**src/rtl/sps_pkg.sv**
```systemverilog
// package: constants and carrier types for the register page stack block
package sps_pkg;

  // register bus geometry
  localparam int          AXI_AW        = 8;
  localparam logic [7:0]  OFS_CTRL      = 8'h00;  // page_control_register
  localparam logic [7:0]  OFS_PAGE      = 8'h04;  // active_page_register
  localparam logic [7:0]  OFS_LEVEL2    = 8'h08;  // page_stack_level_two
  localparam logic [7:0]  OFS_LEVEL3    = 8'h0c;  // page_stack_level_three
  localparam logic [1:0]  RESP_OKAY     = 2'h0;
  localparam logic [1:0]  RESP_SLVERR   = 2'h2;

  // page_control_register fields and reset values
  localparam int          CTRL_AUTO_BIT = 0;      // page_autoswitch_enable
  localparam logic [7:0]  CTRL_MASK     = 8'h01;  // other bits reserved, read zero
  localparam logic [7:0]  CTRL_RESET    = 8'h01;
  localparam logic [7:0]  PAGE_RESET    = 8'h00;

  // address space split and working register banks
  localparam int          SPACE_BIT     = 7;      // set: register space on direct access
  localparam int          BANK_REGS_W   = 3;      // eight registers per bank
  localparam int          N_ALL_PAGE    = 4;
  localparam logic [7:0]  ALL_PAGE_ADDRS [N_ALL_PAGE] = '{8'h80, 8'h90, 8'ha0, 8'hb0};

  // kind of operand the core asks to be mapped
  typedef enum logic [1:0] {
    SPS_ACC_DIRECT   = 2'h0,
    SPS_ACC_INDIRECT = 2'h1,
    SPS_ACC_WORKREG  = 2'h3
  } sps_acc_t;

  typedef struct packed {
    logic       valid;
    sps_acc_t   kind;
    logic [7:0] addr;   // register number in addr[2:0] for working registers
    logic [1:0] bank;   // currently selected register bank
  } sps_req_t;

  typedef struct packed {
    logic       valid;
    logic       ram_sel;
    logic       sfr_sel;
    logic       all_page;
    logic [7:0] addr;
    logic [7:0] page;
  } sps_map_t;

endpackage : sps_pkg

```
**src/rtl/sps_addr_decode.sv**
```systemverilog
// module: combinational decode of a core operand into data ram or paged register space
`timescale 1ns/1ps
module sps_addr_decode (
  // operand and current page
  input  wire sps_pkg::sps_req_t req,
  input  wire logic [7:0]        page,
  // decoded target
  output sps_pkg::sps_map_t      map
);

  logic [sps_pkg::N_ALL_PAGE-1:0] hit;

  // one comparator per all-page location
  genvar gi;
  generate
    for (gi = 0; gi < sps_pkg::N_ALL_PAGE; gi++) begin : g_all
      assign hit[gi] = (req.addr == sps_pkg::ALL_PAGE_ADDRS[gi]);
    end
  endgenerate

  // split the address space by access kind
  always_comb begin
    map       = '0;
    map.valid = req.valid;
    unique case (req.kind)
      sps_pkg::SPS_ACC_DIRECT: begin
        map.addr = req.addr;
        if (req.addr[sps_pkg::SPACE_BIT]) begin
          map.sfr_sel  = 1'b1;
          map.all_page = |hit;
          map.page     = (|hit) ? 8'h00 : page;  // all-page ignores the page value
        end else begin
          map.ram_sel = 1'b1;
        end
      end
      sps_pkg::SPS_ACC_INDIRECT: begin
        map.ram_sel = 1'b1;
        map.addr    = req.addr;
      end
      sps_pkg::SPS_ACC_WORKREG: begin
        map.ram_sel = 1'b1;
        map.addr    = {3'h0, req.bank, req.addr[sps_pkg::BANK_REGS_W-1:0]};
      end
      default: map = '0;                         // code 2 is illegal
    endcase
  end

endmodule : sps_addr_decode

```
**src/rtl/sps_top.sv**
```systemverilog
// module: register page stack with autoswitch, operand decode and register bus slave
// Functional notes
// - software can turn off hardware page switching on interrupts via the control register.
// - after any reset the autoswitch enable reads as set.
// - on return from interrupt with autoswitch on, the active page takes the level-two value.
// - in that same pop, level two takes the level-three value.
// - all-page registers decode at their address whatever the active page is.
// - direct addresses 0x00-0x7f go to data ram, 0x80-0xff to the paged register space.
// - the lower 128 bytes of data ram are reachable both directly and indirectly.
// - ram 0x00-0x1f forms four banks of eight working registers, picked by the bank select.
`timescale 1ns/1ps
module sps_top (
  // clock and reset
  input  wire logic                       clk,
  input  wire logic                       sys_rst,
  // axi4-lite write address and data
  input  wire logic [sps_pkg::AXI_AW-1:0] s_axi_awaddr,
  input  wire logic                       s_axi_awvalid,
  output logic                            s_axi_awready,
  input  wire logic [31:0]                s_axi_wdata,
  input  wire logic [3:0]                 s_axi_wstrb,
  input  wire logic                       s_axi_wvalid,
  output logic                            s_axi_wready,
  // axi4-lite write response
  output logic [1:0]                      s_axi_bresp,
  output logic                            s_axi_bvalid,
  input  wire logic                       s_axi_bready,
  // axi4-lite read
  input  wire logic [sps_pkg::AXI_AW-1:0] s_axi_araddr,
  input  wire logic                       s_axi_arvalid,
  output logic                            s_axi_arready,
  output logic [31:0]                     s_axi_rdata,
  output logic [1:0]                      s_axi_rresp,
  output logic                            s_axi_rvalid,
  input  wire logic                       s_axi_rready,
  // core interrupt events
  input  wire logic                       irq_entry,
  input  wire logic [7:0]                 irq_page,
  input  wire logic                       irq_return,
  // core operand decode
  input  wire sps_pkg::sps_req_t          core_req,
  output sps_pkg::sps_map_t               core_map,
  // page state toward the core
  output logic [7:0]                      active_page,
  output logic                            page_autoswitch_enable
);

  // write channel holding state
  logic                      aw_full_q, aw_full_d;
  logic                      w_full_q,  w_full_d;
  logic [sps_pkg::AXI_AW-1:0] waddr_q,  waddr_d;
  logic [7:0]                wbyte_q,   wbyte_d;
  logic                      wlane_q,   wlane_d;
  logic                      awready_q, awready_d;
  logic                      wready_q,  wready_d;
  logic                      bvalid_q,  bvalid_d;
  logic [1:0]                bresp_q,   bresp_d;
  // read channel state
  logic                      arready_q, arready_d;
  logic                      rvalid_q,  rvalid_d;
  logic [31:0]               rdata_q,   rdata_d;
  logic [1:0]                rresp_q,   rresp_d;
  // page stack and control
  logic [7:0]                ctrl_q,   ctrl_d;
  logic [7:0]                page_q,   page_d;
  logic [7:0]                level2_q, level2_d;
  logic [7:0]                level3_q, level3_d;
  // decode
  sps_pkg::sps_map_t         map_c;
  sps_pkg::sps_map_t         map_q;
  logic                      do_write;
  logic                      auto_en;

  assign auto_en  = ctrl_q[sps_pkg::CTRL_AUTO_BIT];
  assign do_write = aw_full_q && w_full_q && !bvalid_q;

  // write channel: address and data taken in either order, response after both
  always_comb begin
    aw_full_d = aw_full_q;
    w_full_d  = w_full_q;
    waddr_d   = waddr_q;
    wbyte_d   = wbyte_q;
    wlane_d   = wlane_q;
    bvalid_d  = bvalid_q;
    bresp_d   = bresp_q;
    if (s_axi_awvalid && awready_q) begin
      aw_full_d = 1'b1;
      waddr_d   = s_axi_awaddr;
    end
    if (s_axi_wvalid && wready_q) begin
      w_full_d = 1'b1;
      wbyte_d  = s_axi_wdata[7:0];
      wlane_d  = s_axi_wstrb[0];  // only byte lane 0 carries register bits
    end
    if (do_write) begin
      aw_full_d = 1'b0;
      w_full_d  = 1'b0;
      bvalid_d  = 1'b1;
      unique case (waddr_q)
        sps_pkg::OFS_CTRL, sps_pkg::OFS_PAGE,
        sps_pkg::OFS_LEVEL2, sps_pkg::OFS_LEVEL3: bresp_d = sps_pkg::RESP_OKAY;
        default:                                  bresp_d = sps_pkg::RESP_SLVERR;
      endcase
    end else if (bvalid_q && s_axi_bready) begin
      bvalid_d = 1'b0;
    end
    // readies drop as soon as a beat is held, so nothing is taken twice
    awready_d = !aw_full_d && !bvalid_d;
    wready_d  = !w_full_d && !bvalid_d;
  end

  always_ff @(posedge clk) begin
    if (sys_rst) begin
      aw_full_q <= 1'b0;
      w_full_q  <= 1'b0;
      waddr_q   <= '0;
      wbyte_q   <= 8'h00;
      wlane_q   <= 1'b0;
      awready_q <= 1'b0;
      wready_q  <= 1'b0;
      bvalid_q  <= 1'b0;
      bresp_q   <= sps_pkg::RESP_OKAY;
    end else begin
      aw_full_q <= aw_full_d;
      w_full_q  <= w_full_d;
      waddr_q   <= waddr_d;
      wbyte_q   <= wbyte_d;
      wlane_q   <= wlane_d;
      awready_q <= awready_d;
      wready_q  <= wready_d;
      bvalid_q  <= bvalid_d;
      bresp_q   <= bresp_d;
    end
  end

  // page stack: hardware push and pop win over a software write in the same cycle
  always_comb begin
    ctrl_d   = ctrl_q;
    page_d   = page_q;
    level2_d = level2_q;
    level3_d = level3_q;
    if (do_write && wlane_q) begin
      unique case (waddr_q)
        sps_pkg::OFS_CTRL:   ctrl_d   = wbyte_q & sps_pkg::CTRL_MASK;
        sps_pkg::OFS_PAGE:   page_d   = wbyte_q;
        sps_pkg::OFS_LEVEL2: level2_d = wbyte_q;
        sps_pkg::OFS_LEVEL3: level3_d = wbyte_q;
        default: ;
      endcase
    end
    // entry beats a return arriving in the same cycle; nothing moves when off
    if (auto_en && irq_entry) begin
      level3_d = level2_q;
      level2_d = page_q;
      page_d   = irq_page;
    end else if (auto_en && irq_return) begin
      page_d   = level2_q;
      level2_d = level3_q;
    end
  end

  always_ff @(posedge clk) begin
    if (sys_rst) begin
      ctrl_q   <= sps_pkg::CTRL_RESET;
      page_q   <= sps_pkg::PAGE_RESET;
      level2_q <= sps_pkg::PAGE_RESET;
      level3_q <= sps_pkg::PAGE_RESET;
    end else begin
      ctrl_q   <= ctrl_d;
      page_q   <= page_d;
      level2_q <= level2_d;
      level3_q <= level3_d;
    end
  end

  // read channel: one outstanding read, data one cycle after the address
  always_comb begin
    arready_d = arready_q;
    rvalid_d  = rvalid_q;
    rdata_d   = rdata_q;
    rresp_d   = rresp_q;
    if (s_axi_arvalid && arready_q) begin
      arready_d = 1'b0;
      rvalid_d  = 1'b1;
      rresp_d   = sps_pkg::RESP_OKAY;
      unique case (s_axi_araddr)
        sps_pkg::OFS_CTRL:   rdata_d = {24'h000000, ctrl_q};
        sps_pkg::OFS_PAGE:   rdata_d = {24'h000000, page_q};
        sps_pkg::OFS_LEVEL2: rdata_d = {24'h000000, level2_q};
        sps_pkg::OFS_LEVEL3: rdata_d = {24'h000000, level3_q};
        default: begin
          rdata_d = 32'h00000000;
          rresp_d = sps_pkg::RESP_SLVERR;
        end
      endcase
    end else if (rvalid_q && s_axi_rready) begin
      rvalid_d  = 1'b0;
      arready_d = 1'b1;
    end else if (!rvalid_q) begin
      arready_d = 1'b1;
    end
  end

  always_ff @(posedge clk) begin
    if (sys_rst) begin
      arready_q <= 1'b0;
      rvalid_q  <= 1'b0;
      rdata_q   <= 32'h00000000;
      rresp_q   <= sps_pkg::RESP_OKAY;
    end else begin
      arready_q <= arready_d;
      rvalid_q  <= rvalid_d;
      rdata_q   <= rdata_d;
      rresp_q   <= rresp_d;
    end
  end

  // operand decode uses the page as it stands this cycle
  sps_addr_decode u_decode (
    .req  (core_req),
    .page (page_q),
    .map  (map_c)
  );

  // registered so every core-facing output comes from a flop; one cycle latency
  always_ff @(posedge clk) begin
    if (sys_rst) begin
      map_q <= '0;
    end else begin
      map_q <= map_c;
    end
  end

  assign s_axi_awready          = awready_q;
  assign s_axi_wready           = wready_q;
  assign s_axi_bvalid           = bvalid_q;
  assign s_axi_bresp            = bresp_q;
  assign s_axi_arready          = arready_q;
  assign s_axi_rvalid           = rvalid_q;
  assign s_axi_rdata            = rdata_q;
  assign s_axi_rresp            = rresp_q;
  assign core_map               = map_q;
  assign active_page            = page_q;
  assign page_autoswitch_enable = ctrl_q[sps_pkg::CTRL_AUTO_BIT];

endmodule : sps_top

```
**config.mk**
```make
export PLATFORM = sky130hd
export DESIGN_NAME = sps_top
export DESIGN_NICKNAME = d
export VERILOG_FILES = /design/src/rtl/sps_pkg.sv /design/src/rtl/sps_addr_decode.sv /design/src/rtl/sps_top.sv
export SDC_FILE = /design/constraint.sdc
export NUM_CORES = 1
export LEC_CHECK = 0
export BUFFER_PORTS_ARGS = -buffer_cell sky130_fd_sc_hd__buf_4
export CAP_MARGIN = 10
export CORE_MARGIN = 3
export CORE_UTILIZATION = 43
export DETAILED_ROUTE_END_ITERATION = 6
export PLACE_DENSITY_LB_ADDON = 0.08
export SYNTH_ARGS = -nofsm -noshare
export SYNTH_HDL_FRONTEND = slang
export SYNTH_SLANG_ARGS = --single-unit
export TNS_END_PERCENT = 5
```
**constraint.sdc**
```tcl
create_clock -name clk -period 1.6 [get_ports clk]
set_input_delay 0.32 -clock clk [delete_from_list [all_inputs] [get_ports clk]]
set_output_delay 0.32 -clock clk [all_outputs]
set_load 0.1 [all_outputs]
```
==> reports/metrics.yaml <==
status: "finished, final reports clean"
crit_path_start_kind: "register"
die_w_um: 98.6
synthFlopType: "dfxtp_1"
timing.final.ws_setup_ns: 0.0734
grt_pass1_wl_um: 14300
skew_ns: 0.0105
crit_type: "reg2reg"
p_per_area_nw_per_um2: 1040
timing.critical_path.arrival_ns: 1.76
min_path_cells: 2
synth-seq-area-share_pct: 42.9
total_leakage_power_nw: 2.04
drv_cap: 0
via_per_inst: 5.02
busiest_layer: "met2"
routed_wl_um: 8850
pwr-share-seq_pct: 43.5
initial_utilization_pct: 44.7
use_met1_pct: 24.6
cts_made_buffers: 9
holdBufCountCts: 0
numPortBuffers: 98
hold_viol_final: 0
core_um2: 8260
fillers: 790
maxSlewViolCount: 0
pre_cts_slack_ns: -0.0155
ys_warn_count: 0
drc: 0
syn_area_per_cell_um2: 9.04
h-tree-depth: 3
ys_async_sr_fraction_pct: 0
yosys_register_bits: 79
rsz0062_at_grt: "yes"
first_iter_violations: 136
clock_path_buffers: 2
first_pass_iters: 4
multi_input_area_um2: 1890
final_common_cell: "buf_4"
p_sw_share_pct: 34.8
dp_hpwl_um: 6360
synth_area_um2: 3690
cp_max_fo: 8
seqCellArea_um2: 1590
antenna_found_initial: 0
die_y_um: 98.6
final_util_pct: 57.2
worst_setup_path_end_kind: "register"
diodes: 0
clk_pin_slew_ns: 0.08
grt_pass1_vias: 2882
relSlewSlack_pct: 60.7
vias: 3098
clock_latency_ns: 0.35
startpoint: "waddr_q[4]"
timing.rr.end: "level3_q[4]"
reg2regPathDepth: 6
clockPowerShare_pct: 32.9
grt_use_met2_pct: 28.2
synth_edf_count: 0
ant_nets: 0
rrSetupSlack_ns: 0.07
p_comb_share_pct: 23.6
gp_congestion: 0.779
hold_path_end: "core_map[13]"
design_area_um2: 4720
grt_usage_pct: 18.0
p_int_mw: 3.19
max_freq_mhz: 655
period_needed_ns: 1.53
power.switching_mw: 1.70
ios: 152
required_ns: 1.84
area_growth_pct: 28.1
wire_per_inst_um: 14.3
holdCritPathClass: "in2reg"
final_cell_mix: "buf_4 (112), dfxtp_1 (75), nand2_1 (47)"
grt_max_degree: 50
placed_area_um2: 4490
ir_drop_mv: 0.428
overflow: 0
rows: 33
cts_tree: "built"
grt_util_met3_pct: 3.61
clockRootBuffer: "clkbuf_8"
ys_types: 38
min_period_over_period_pct: 95.4
stdcell_count: 617
tightestPinTransition_ns: 0.587
dp_cells: 601
postSynthCellCount: 408
setup_viol: 0
holdCritStartpoint: "core_req[7]"
dieArea_um2: 9720
clock_sinks: 79
r2r_start: "waddr_q[4]"
nets: 589
drive_gt1_share_pct: 30.1
-- worst max path at each step --
stage / slack (ns) / endpoint / cells past startpoint
6_report: 0.07 / level3_q[4] / 6
5_1_grt: -0.04 / level3_q[7] / 5
4_1_cts: 0.04 / level3_q[5] / 5
3_5_place_dp: -0.02 / level2_q[7] / 5
3_3_place_gp: 0.02 / level2_q[5] / 4
2_1_floorplan: -0.11 / wbyte_q[0] / 4
-- timing repair --
| item | 4_1_cts | 5_1_grt |
|---|---|---|
| setup endpoints to repair | 8 | 15 |
| resized for setup | 1 | 3 |
| pin swaps | 0 | 6 |
| buffers inserted | 0 | 0 |
-- critical path, stage by stage, from the launching register on --
cell,delay (ns)
dfxtp_2,0.34
nor4_4,0.37
buf_4,0.18
nand4_4,0.09
buf_4,0.20
nand4b_1,0.14
o31ai_4,0.08
-- cells in the mapped netlist (7+ instances only) --
cell	number	share of area, %
and2_1	19	3.2
nand4b_1	10	2.4
a21oi_1	39	5.3
a21boi_0	8	1.6
nor2_1	31	3.2
a211o_1	17	4.0
buf_4	27	5.5
o31ai_2	8	2.7
a22oi_1	7	1.4
nand2b_1	19	3.2
clkbuf_1	17	1.7
o21ai_0	9	1.2
nand2_1	47	4.8
dfxtp_1	79	43
mux2_2	7	2.1
mux2i_1	24	6.5
-- registers in the layout, indices dropped and copies added, names as in the netlist --
name / count
s_axi_wready: 1
aw_full_q: 1
level3_q: 8
s_axi_rresp: 1
s_axi_awready: 1
level2_q: 8
wlane_q: 1
s_axi_rdata: 8
s_axi_arready: 1
core_map: 20
wbyte_q: 8
waddr_q: 8
s_axi_rvalid: 1
s_axi_bvalid: 1
s_axi_bresp: 1
w_full_q: 1
active_page: 8
ctrl_q: 1
-- metrics by stage --
stage | hold WS, ns | power, mW | setup TNS, ns
floorplan | 0.417 | 3.09 | -1.77
global placement | 0.442 | 3.31 | 0
detailed placement | 0.446 | 3.33 | -0.0201
CTS | 0.158 | 4.92 | 0
global route | 0.161 | 5.07 | -0.124
finish | 0.167 | 4.89 | 0
-- layer usage --
| layer | vias to the layer above | share of wire [%] |
|---|---|---|
| met5 | - | 0 |
| met4 | 0 | 1.5 |
| met3 | 11 | 6.0 |
| met2 | 87 | 46 |
| met1 | 1434 | 46 |
| li1 | 1566 | - |
-- power by group through the flow --
stage / Sequential, mW / Combinational, mW / Clock, mW
final: 2.13 / 1.16 / 1.61
after global routing: 2.14 / 1.22 / 1.71
after CTS: 2.13 / 1.16 / 1.64
after detailed placement: 2.17 / 1.15 / 0
after global placement: 2.17 / 1.14 / 0
after floorplan: 2.46 / 0.628 / 0
-- cell type report --
type	count	area share, %
clock inverters	5	1.35
multi-input cells	299	40.0
clock buffers	11	3.23
inverters	4	0.318
repair buffers	114	18.6
well taps	105	2.78
flip-flops and latches	79	33.7
-- cell families (layout without fill, tap and decap cells) --
logic type      Yosys count  count (layout)  synth area share, %
flops                    79              79                 42.9
other cells               1              26                0.102
buf+inv                  55             134                 8.89
mux                      32              32                 9.26
compound gates           94              94                 17.7
simple gates            147             147                 21.1
Note: power is estimated with default switching activity, not from simulation.
